## src/rtl/urx_map.svh

```systemverilog
// Register offsets, field positions, reset values and timing counts of the receiver
`ifndef URX_MAP_SVH
`define URX_MAP_SVH

// ****************************************
// Register byte offsets
// ****************************************
`define URX_CTRL_OFS 12'h000
`define URX_STAT_OFS 12'h004
`define URX_DATA_OFS 12'h008
`define URX_BAUD_OFS 12'h00C

// ****************************************
// Control register fields
// ****************************************
`define URX_C_RECEIVER_ENABLE   0
`define URX_C_NINE   1
`define URX_C_PARITY_CHECK_ENABLE   2
`define URX_C_ODD    3
`define URX_C_TWOSTP 4
`define URX_C_ADDRESS_QUALIFY_ENABLE  5
`define URX_C_RIE    6
`define URX_C_TEIE   7
`define URX_C_TIIE   8
`define URX_C_WAKE   9
`define URX_C_BIT9   16
`define URX_CTRL_W   10
`define URX_CTRL_RST 10'h000

// ****************************************
// Status register fields
// ****************************************
`define URX_S_PARITY_ERROR_FLAG  0
`define URX_S_FRAMING_ERROR_FLAG  1
`define URX_S_NF    2
`define URX_S_OVERRUN_FLAG  3
`define URX_S_QUIET 4
`define URX_S_RX_DATA_AVAILABLE_FLAG  5
`define URX_S_TXE   6
`define URX_S_TXI   7

// ****************************************
// Baud and oversampling
// ****************************************
`define URX_BAUD_RST 16'h0040
`define URX_OVS_LAST 4'hF
`define URX_SMP_A    4'h7
`define URX_SMP_B    4'h8
`define URX_SMP_C    4'h9

`endif

```

## src/rtl/urx_pkg.sv

```systemverilog
// Types shared by the serial receiver
package urx_pkg;
	typedef enum logic [2:0] {
		URX_IDLE,
		URX_START,
		URX_DATA,
		URX_STOP1,
		URX_STOP2,
		URX_WAIT_HIGH
	} urx_state_type;

	// Buffered entry: noise, framing, parity, nine data bits
	typedef logic [11:0] urx_entry_type;
endpackage

```

## src/rtl/urx_receiver.sv

```systemverilog
// Serial receiver with two-word buffer, error flags and interrupt combiner
//
// Functional notes
// - Shift frame in least significant bit first
// - Buffer holds two words, third shifting
// - Third word on full buffer: drop, overrun
// - Enable bit starts start-bit search
// - Data-available set while buffer non-empty
// - Word buffered with irq enable interrupts
// - Break: framing error, zero word, idle
// - After bad stop, wait line high
// - Idle flag low start to stop
// - Noise flagged with word, no own irq
// - Low stop bit sets framing error
// - Parity error only with parity enabled
// - Parity, framing, noise stored per buffered word
// - Five sources form one low pulse
// - Tx sources own enables, rx share
// - Only the wake source has no flag
// - Status flags read-only, hardware cleared
// - Address mode: interrupt on high top bit
// - Ninth bit shown in control register
// - Sixteen-times sampling, three-sample vote
// - Stop sampled: move word into buffer
`timescale 1ns/10ps
`include "urx_map.svh"

module urx_receiver #(
	parameter int FIFO_DEPTH = 2,
	parameter int BAUD_W     = 16
) (
	input  wire logic        pclk,
	input  wire logic        presetn,
	input  wire logic        psel,
	input  wire logic        penable,
	input  wire logic        pwrite,
	input  wire logic [11:0] paddr,
	input  wire logic [31:0] pwdata,
	output logic      [31:0] prdata,
	output logic             pready,
	output logic             pslverr,
	input  wire logic        rx_pin,
	input  wire logic        tx_empty_cond,
	input  wire logic        tx_idle_cond,
	output logic             irq_n
);

	localparam int PTR_W = (FIFO_DEPTH > 1) ? $clog2(FIFO_DEPTH) : 1;
	localparam int CNT_W = $clog2(FIFO_DEPTH + 1);
	localparam logic [CNT_W-1:0] FULL_CNT = CNT_W'(FIFO_DEPTH);

	function automatic logic reg_hit(input logic [11:0] a, input logic [11:0] ofs);
		reg_hit = (a[11:2] == ofs[11:2]);
	endfunction

	function automatic logic [PTR_W-1:0] ptr_inc(input logic [PTR_W-1:0] p);
		ptr_inc = (p == PTR_W'(FIFO_DEPTH - 1)) ? '0 : PTR_W'(p + 1'b1);
	endfunction

	// ****************************************
	// Storage
	// ****************************************
	logic [31:0]               prdata_ff;
	logic                      pready_ff;
	logic                      pslverr_ff;
	logic                      irq_n_ff;
	logic [`URX_CTRL_W-1:0]    ctrl_ff;
	logic [BAUD_W-1:0]         baud_divider_ff;
	logic [BAUD_W-1:0]         baud_cnt_ff;
	logic                      tick_ff;
	logic                      rx_meta_ff;
	logic                      rx_sync_ff;
	logic                      rx_prev_ff;
	urx_pkg::urx_state_type    state_ff;
	logic [3:0]                os_cnt_ff;
	logic [1:0]                smp_ff;
	logic [3:0]                bit_cnt_ff;
	logic [8:0]                rx_shift_register_ff;
	logic                      noise_acc_ff;
	logic                      receiver_quiet_flag_ff;
	logic                      overrun_flag_ff;
	logic                      stat_seen_ff;
	logic                      tx_empty_prev_ff;
	logic                      tx_idle_prev_ff;
	urx_pkg::urx_entry_type    fifo_mem [FIFO_DEPTH];
	logic [PTR_W-1:0]          wr_ptr_ff;
	logic [PTR_W-1:0]          rd_ptr_ff;
	logic [CNT_W-1:0]          count_ff;

	assign prdata  = prdata_ff;
	assign pready  = pready_ff;
	assign pslverr = pslverr_ff;
	assign irq_n   = irq_n_ff;

	// ****************************************
	// Bus decode
	// ****************************************
	logic                   access;
	logic                   fire;
	logic                   mapped;
	logic                   data_rd;
	logic                   stat_rd;
	logic                   receiver_enable;
	logic                   nine_bit;
	logic                   two_stop;
	logic                   receive_irq_enable;
	urx_pkg::urx_entry_type head;
	logic                   rx_data_available_flag;
	logic [7:0]             status_val;
	logic [31:0]            rd_mux;

	assign access  = psel && penable && !pready_ff;
	assign fire    = psel && penable && pready_ff;
	assign mapped  = reg_hit(paddr, `URX_CTRL_OFS) || reg_hit(paddr, `URX_STAT_OFS) ||
		reg_hit(paddr, `URX_DATA_OFS) || reg_hit(paddr, `URX_BAUD_OFS);
	assign data_rd = fire && !pwrite && reg_hit(paddr, `URX_DATA_OFS);
	assign stat_rd = fire && !pwrite && reg_hit(paddr, `URX_STAT_OFS);

	assign receiver_enable    = ctrl_ff[`URX_C_RECEIVER_ENABLE];
	assign nine_bit           = ctrl_ff[`URX_C_NINE];
	assign two_stop           = ctrl_ff[`URX_C_TWOSTP];
	assign receive_irq_enable = ctrl_ff[`URX_C_RIE];
	assign head               = fifo_mem[rd_ptr_ff];
	assign rx_data_available_flag = (count_ff != '0);

	always_comb begin
		status_val = 8'h00;
		status_val[`URX_S_PARITY_ERROR_FLAG]  = rx_data_available_flag && head[9];
		status_val[`URX_S_FRAMING_ERROR_FLAG]  = rx_data_available_flag && head[10];
		status_val[`URX_S_NF]    = rx_data_available_flag && head[11];
		status_val[`URX_S_OVERRUN_FLAG]  = overrun_flag_ff;
		status_val[`URX_S_QUIET] = receiver_quiet_flag_ff;
		status_val[`URX_S_RX_DATA_AVAILABLE_FLAG]  = rx_data_available_flag;
		status_val[`URX_S_TXE]   = tx_empty_cond;
		status_val[`URX_S_TXI]   = tx_idle_cond;
		rd_mux = 32'h0000_0000;
		if (reg_hit(paddr, `URX_CTRL_OFS)) begin
			rd_mux[`URX_CTRL_W-1:0] = ctrl_ff;
			rd_mux[`URX_C_BIT9] = rx_data_available_flag && head[8];
		end else if (reg_hit(paddr, `URX_STAT_OFS)) begin
			rd_mux[7:0] = status_val;
		end else if (reg_hit(paddr, `URX_DATA_OFS)) begin
			rd_mux[8:0] = rx_data_available_flag ? head[8:0] : 9'h000;
		end else if (reg_hit(paddr, `URX_BAUD_OFS)) begin
			rd_mux[BAUD_W-1:0] = baud_divider_ff;
		end
	end

	// ****************************************
	// APB slave, one wait state
	// ****************************************
	always_ff @(posedge pclk or negedge presetn) begin
		if (!presetn) begin
			pready_ff  <= 1'b0;
			pslverr_ff <= 1'b0;
			prdata_ff  <= 32'h0000_0000;
		end else begin
			pready_ff  <= access;
			pslverr_ff <= access && !mapped;
			if (access && !pwrite) begin
				prdata_ff <= rd_mux;
			end else if (fire) begin
				prdata_ff <= 32'h0000_0000;
			end
		end
	end

	// Status bits have no write path at all
	always_ff @(posedge pclk or negedge presetn) begin
		if (!presetn) begin
			ctrl_ff         <= `URX_CTRL_RST;
			baud_divider_ff <= BAUD_W'(`URX_BAUD_RST);
		end else if (fire && pwrite) begin
			if (reg_hit(paddr, `URX_CTRL_OFS)) begin
				ctrl_ff <= pwdata[`URX_CTRL_W-1:0];
			end
			if (reg_hit(paddr, `URX_BAUD_OFS)) begin
				baud_divider_ff <= pwdata[BAUD_W-1:0];
			end
		end
	end

	// ****************************************
	// Oversampling tick and pin synchroniser
	// ****************************************
	always_ff @(posedge pclk or negedge presetn) begin
		if (!presetn) begin
			baud_cnt_ff <= '0;
			tick_ff     <= 1'b0;
		end else if (!receiver_enable || baud_cnt_ff == '0) begin
			baud_cnt_ff <= baud_divider_ff;
			tick_ff     <= receiver_enable;
		end else begin
			baud_cnt_ff <= BAUD_W'(baud_cnt_ff - 1'b1);
			tick_ff     <= 1'b0;
		end
	end

	// Idle-high reset values avoid a false start after reset
	always_ff @(posedge pclk or negedge presetn) begin
		if (!presetn) begin
			rx_meta_ff <= 1'b1;
			rx_sync_ff <= 1'b1;
			rx_prev_ff <= 1'b1;
		end else begin
			rx_meta_ff <= rx_pin;
			rx_sync_ff <= rx_meta_ff;
			rx_prev_ff <= rx_sync_ff;
		end
	end

	// ****************************************
	// Bit recovery
	// ****************************************
	logic       decide;
	logic       vote;
	logic       vote_noise;
	logic [3:0] last_bit;
	logic       done;
	logic       done_framing_error_flag;
	logic       done_parity_error_flag;
	logic       space;
	logic       push;
	logic       pop;

	assign decide     = tick_ff && (os_cnt_ff == `URX_SMP_C) &&
		(state_ff != urx_pkg::URX_IDLE) && (state_ff != urx_pkg::URX_WAIT_HIGH);
	assign vote       = (smp_ff[0] & smp_ff[1]) | (smp_ff[0] & rx_sync_ff) |
		(smp_ff[1] & rx_sync_ff);
	assign vote_noise = !((smp_ff[0] == smp_ff[1]) && (smp_ff[1] == rx_sync_ff));
	assign last_bit   = nine_bit ? 4'h8 : 4'h7;
	assign done       = decide && ((state_ff == urx_pkg::URX_STOP2) ||
		((state_ff == urx_pkg::URX_STOP1) && !(two_stop && vote)));
	assign done_framing_error_flag  = !vote;
	assign done_parity_error_flag  = ctrl_ff[`URX_C_PARITY_CHECK_ENABLE] &&
		((^(rx_shift_register_ff & (nine_bit ? 9'h1FF : 9'h0FF))) != ctrl_ff[`URX_C_ODD]);

	always_ff @(posedge pclk or negedge presetn) begin
		if (!presetn) begin
			state_ff  <= urx_pkg::URX_IDLE;
			os_cnt_ff <= 4'h0;
			smp_ff    <= 2'h3;
		end else if (!receiver_enable) begin
			state_ff <= urx_pkg::URX_IDLE;
		end else if (tick_ff) begin
			os_cnt_ff <= (os_cnt_ff == `URX_OVS_LAST) ? 4'h0 : 4'(os_cnt_ff + 1'b1);
			if (os_cnt_ff == `URX_SMP_A || os_cnt_ff == `URX_SMP_B) begin
				smp_ff <= {smp_ff[0], rx_sync_ff};
			end
			case (state_ff)
				urx_pkg::URX_IDLE: begin
					if (!rx_sync_ff) begin
						state_ff  <= urx_pkg::URX_START;
						os_cnt_ff <= 4'h1;
					end
				end
				urx_pkg::URX_START: begin
					if (decide) begin
						state_ff <= vote ? urx_pkg::URX_IDLE : urx_pkg::URX_DATA;
					end
				end
				urx_pkg::URX_DATA: begin
					if (decide && bit_cnt_ff == last_bit) begin
						state_ff <= urx_pkg::URX_STOP1;
					end
				end
				urx_pkg::URX_STOP1, urx_pkg::URX_STOP2: begin
					if (done) begin
						state_ff <= done_framing_error_flag ? urx_pkg::URX_WAIT_HIGH : urx_pkg::URX_IDLE;
					end else if (decide) begin
						state_ff <= urx_pkg::URX_STOP2;
					end
				end
				urx_pkg::URX_WAIT_HIGH: begin
					if (rx_sync_ff) begin
						state_ff <= urx_pkg::URX_IDLE;
					end
				end
				default: begin
					state_ff <= urx_pkg::URX_IDLE;
				end
			endcase
		end
	end

	// Shift and noise capture
	always_ff @(posedge pclk or negedge presetn) begin
		if (!presetn) begin
			bit_cnt_ff           <= 4'h0;
			rx_shift_register_ff <= 9'h000;
			noise_acc_ff         <= 1'b0;
		end else if (tick_ff && state_ff == urx_pkg::URX_IDLE) begin
			bit_cnt_ff           <= 4'h0;
			rx_shift_register_ff <= 9'h000;
			noise_acc_ff         <= 1'b0;
		end else if (decide) begin
			noise_acc_ff <= noise_acc_ff | vote_noise;
			if (state_ff == urx_pkg::URX_DATA) begin
				rx_shift_register_ff[bit_cnt_ff] <= vote;
				bit_cnt_ff <= 4'(bit_cnt_ff + 1'b1);
			end
		end
	end

	// Quiet from final stop sample until the next start
	always_ff @(posedge pclk or negedge presetn) begin
		if (!presetn) begin
			receiver_quiet_flag_ff <= 1'b1;
		end else if (tick_ff && state_ff == urx_pkg::URX_IDLE && !rx_sync_ff && receiver_enable) begin
			receiver_quiet_flag_ff <= 1'b0;
		end else if (done || (decide && state_ff == urx_pkg::URX_START && vote)) begin
			receiver_quiet_flag_ff <= 1'b1;
		end
	end

	// ****************************************
	// Two-word receive buffer
	// ****************************************
	assign pop   = data_rd && rx_data_available_flag;
	assign space = (count_ff != FULL_CNT) || pop;
	assign push  = done && space;

	// A break arrives as an all-zero word with the framing error set
	always_ff @(posedge pclk) begin
		if (push) begin
			fifo_mem[wr_ptr_ff] <= {noise_acc_ff, done_framing_error_flag, done_parity_error_flag,
				rx_shift_register_ff};
		end
	end

	always_ff @(posedge pclk or negedge presetn) begin
		if (!presetn) begin
			wr_ptr_ff <= '0;
			rd_ptr_ff <= '0;
			count_ff  <= '0;
		end else begin
			if (push) begin
				wr_ptr_ff <= ptr_inc(wr_ptr_ff);
			end
			if (pop) begin
				rd_ptr_ff <= ptr_inc(rd_ptr_ff);
			end
			if (push && !pop) begin
				count_ff <= CNT_W'(count_ff + 1'b1);
			end else if (pop && !push) begin
				count_ff <= CNT_W'(count_ff - 1'b1);
			end
		end
	end

	// ****************************************
	// Overrun and clearing sequence
	// ****************************************
	always_ff @(posedge pclk or negedge presetn) begin
		if (!presetn) begin
			stat_seen_ff <= 1'b0;
		end else if (stat_rd) begin
			stat_seen_ff <= 1'b1;
		end else if (data_rd) begin
			stat_seen_ff <= 1'b0;
		end
	end

	// New overrun beats a clear in the same cycle
	always_ff @(posedge pclk or negedge presetn) begin
		if (!presetn) begin
			overrun_flag_ff <= 1'b0;
		end else if (done && !space) begin
			overrun_flag_ff <= 1'b1;
		end else if (data_rd && stat_seen_ff) begin
			overrun_flag_ff <= 1'b0;
		end
	end

	// ****************************************
	// Interrupt combiner
	// ****************************************
	logic top_bit;
	logic ev_rx;
	logic ev_ovr;
	logic ev_txe;
	logic ev_txi;
	logic ev_wake;

	assign top_bit = nine_bit ? rx_shift_register_ff[8] : rx_shift_register_ff[7];
	assign ev_rx   = push && receive_irq_enable &&
		(!ctrl_ff[`URX_C_ADDRESS_QUALIFY_ENABLE] || top_bit);
	assign ev_ovr  = done && !space && receive_irq_enable;
	assign ev_txe  = tx_empty_cond && !tx_empty_prev_ff && ctrl_ff[`URX_C_TEIE];
	assign ev_txi  = tx_idle_cond && !tx_idle_prev_ff && ctrl_ff[`URX_C_TIIE];
	assign ev_wake = rx_prev_ff && !rx_sync_ff && receiver_enable &&
		receiver_quiet_flag_ff && ctrl_ff[`URX_C_WAKE] && receive_irq_enable;

	always_ff @(posedge pclk or negedge presetn) begin
		if (!presetn) begin
			tx_empty_prev_ff <= 1'b0;
			tx_idle_prev_ff  <= 1'b0;
			irq_n_ff         <= 1'b1;
		end else begin
			tx_empty_prev_ff <= tx_empty_cond;
			tx_idle_prev_ff  <= tx_idle_cond;
			irq_n_ff         <= !(ev_rx || ev_ovr || ev_txe || ev_txi || ev_wake);
		end
	end

endmodule

```

## config.mk

```make
export PLATFORM = sky130hd
export DESIGN_NAME = urx_receiver
export DESIGN_NICKNAME = d
export VERILOG_FILES = /design/src/rtl/urx_pkg.sv /design/src/rtl/urx_receiver.sv
export VERILOG_INCLUDE_DIRS = /design/src /design/src/rtl
export SDC_FILE = /design/constraint.sdc
export NUM_CORES = 1
export LEC_CHECK = 0
export ABC_AREA = 1
export BUFFER_PORTS_ARGS = -buffer_cell sky130_fd_sc_hd__buf_2
export CORE_MARGIN = 1
export CORE_UTILIZATION = 58
export CTS_CLUSTER_DIAMETER = 120
export CTS_CLUSTER_SIZE = 12
export DETAILED_ROUTE_END_ITERATION = 8
export HOLD_SLACK_MARGIN = 0.02
export PLACE_DENSITY = 0.82
export SYNTH_ARGS = -nofsm -noshare
export SYNTH_HDL_FRONTEND = slang
export SYNTH_SLANG_ARGS = --single-unit
```

## constraint.sdc

```tcl
create_clock -name pclk -period 2.6 [get_ports pclk]
set_input_delay 0.13 -clock pclk [delete_from_list [all_inputs] [get_ports pclk]]
set_output_delay 0.13 -clock pclk [all_outputs]
set_load 0.01 [all_outputs]
```

==> qor.yml <==
status: "completed"
numPortBuffers: 53
diodes: 0
cts_sinks: 122
worst-setup-path-type: "reg2reg"
yosysSeqAreaShare_pct: 51.7
die_w_um: 105
drt-total-wl_mm: 14.8
powerDensity_nw_per_um2: 580
netlist_instances: 714
rsz0062_at_grt: "false"
synth-edff-count: 24
hold_viol_final: 0
postRouteAntennaNets: 0
yosysWarnings: 0
avgRoutedWirePerCell_um: 15.5
min_period_ps: 2460
first_iter_violations: 418
vias_per_cell: 5.54
syn_to_final_growth_pct: 19.1
detailed_place_hpwl_mm: 9.94
grt_max_degree: 69
synth_async_sr_flop_share_pct: 80.3
routabilityCongestion: 0.873
max_freq_ghz: 0.407
p_total_uw: 4250
core_sq_um: 10300
start_util_pct: 59.6
reg2reg_depth: 14
grt-ovfl-total: 0
p_leak_uw: 0.00368
period_share_pct: 94.5
synth_top_flop_cell: "dfrtp_1"
grt_pass1_wl_mm: 24.9
peakVddDrop_mv: 0.326
fin_util_pct: 71.0
rows: 37
crit_arrival_ps: 2860
setup_viol: 0
clock_skew_ps: 6.53
die_area_sq_um: 11000
tritoncts: "done"
cts_buffer_depth: 2
syn-mean-instance-area_sq_um: 8.62
mappedNetlistArea_sq_um: 6160
grt_usage_pct: 29.4
htree_levels: 4
fin_nets: 871
synth_top_cell_by_area: "dfrtp_1"
crit_path_max_fanout: 5
cp.required_ps: 3000
vias: 5293
synth_top_area_share_pct: 36.6
final_cell_count_no_fill: 956
root_buffer: "clkbuf_8"
hp-class: "in2async"
clk_latency_ps: 530
cts_buffers: 17
slew_headroom_pct: 57.8
drc: 0
cts_hold_buf: 28
synth_area_leaders: "dfrtp_1, edfxtp_1, nand2_1, inv_1, nand3_1"
ys_seq_elements: 122
drive_above_1_share_pct: 15.1
post_cts_buffers: 0
grt_pass1_vias: 5214
yosysMostFrequentCell: "nand2_1"
dr.pass1.iters: 5
drv_cap: 0
slew_viol_final: 0
setup_tns_ps: 0
die_y_um: 105
worstSetupEndpointType: "flop"
synthTopCellsByCount: "nand2_1, dfrtp_1, inv_1, nand3_1, o21ai_0"
cts.clk_slew.worst_paths_ps: 60
cts.repair.resized: 0
io_pins: 87
tightestPinTransition_ps: 631
antenna_found_initial: 0
startpoint_type: "flop"
dp.cells: 896
synth_cell_types: 41
-- cell usage in the layout, fill, tap and decap left out, drive strengths merged, types with 7 or more instances in the layout --
master,Yosys,layout
nand2,188,188
dfrtp,90,90
inv,82,82
o21ai,76,76
buf,30,64
nand3,57,57
nor2,53,53
dlygate4sd3,0,28
edfxtp,24,24
a21oi,20,20
clkbuf,2,19
xor2,16,16
conb,1,15
ha,12,12
nor3,12,12
clkinv,1,12
xnor2,8,8
dfstp,8,8
nand4,7,7
-- worst paths after layout --
kind | startpoint | endpoint | slack, ps
min in group pclk | paddr[11] | baud_divider_ff[15] | 110
worst min-delay path | presetn | rd_ptr_ff | 80
worst min register to register | rx_meta_ff | rx_sync_ff | 360
worst max-delay path | os_cnt_ff[1] | count_ff[1] | 140
max in group asynchronous | presetn | rx_prev_ff | 1760
worst max register to register | os_cnt_ff[1] | count_ff[1] | 140
-- per-layer routing --
layer | global-route usage, % | wire length (um) | vias to the layer above | part of all wire, %
li1 | - | - | 2484 | -
met1 | 36.0 | 6030 | 2505 | 41
met2 | 48.5 | 7220 | 252 | 49
met3 | 7.30 | 1020 | 52 | 6.9
met4 | 15.0 | 534 | 0 | 3.6
met5 | 0 | 0 | - | 0
-- flip-flops by register name, indices dropped and copies added (netlist names), 2 cells and up --
name,flops
state_ff,3
ctrl_ff,10
prdata,17
fifo_mem,24
count_ff,2
os_cnt_ff,4
baud_divider_ff,16
smp_ff,2
bit_cnt_ff,4
baud_cnt_ff,16
rx_shift_register_ff,9
-- area by class of cell --
cell class              count  area (sq um)
flip-flops and latches    122          3180
fillers                   695          2990
multi-input cells         491          2490
repair buffers             92           643
clock buffers              19           422
inverters                  83           312
well taps                 136           170
clock inverters            13           110
-- where the power goes --
| group | internal, uW | leakage [uW] | switching [uW] | total (uW) |
|---|---|---|---|---|
| clock network | 1330 | 0.000269 | 797 | 2130 |
| registers | 1960 | 0.00159 | 5.74 | 1960 |
| logic | 60.7 | 0.00183 | 96.9 | 158 |
-- logic make-up (layout without fill, tap and decap cells) --
logic type	count (synthesis)	after routing	synth area share [%]
muxes	5	5	0.833
other	1	15	0.0609
AOI/OAI and AO/OA	110	110	10.0
DFF	122	122	51.7
xor gates and xnor gates	24	24	3.41
adders and majority gates	12	12	2.44
buffers and inverters	115	207	8.68
and+or+nand+nor	325	325	22.8
-- stage by stage --
| stage | setup WS, ps | cell area (sq um) | hold WS (ps) |
|---|---|---|---|
| 2_1_floorplan | 405 | 6210 | -166 |
| 3_3_place_gp | 391 | 6520 | 90.2 |
| 3_5_place_dp | 247 | 6520 | 93.5 |
| 4_1_cts | 201 | 7330 | 89.5 |
| 5_1_grt | 6.30 | 7330 | 109 |
| 6_report | 144 | 7330 | 76.5 |
-- worst max-delay path, stage by stage, from the launching register on --
cell and delay (ps):
dfrtp_1 390, inv_1 100, ha_1 150, nand2_1 50, nor2_1 190, nand2_1 110, nor2_2 170, nand2_1 210
inv_2 140, nand2_2 70, inv_1 80, ha_1 260, a21oi_1 140, o21ai_0 120, xor2_1 150
(Power assumes the default switching activity.)
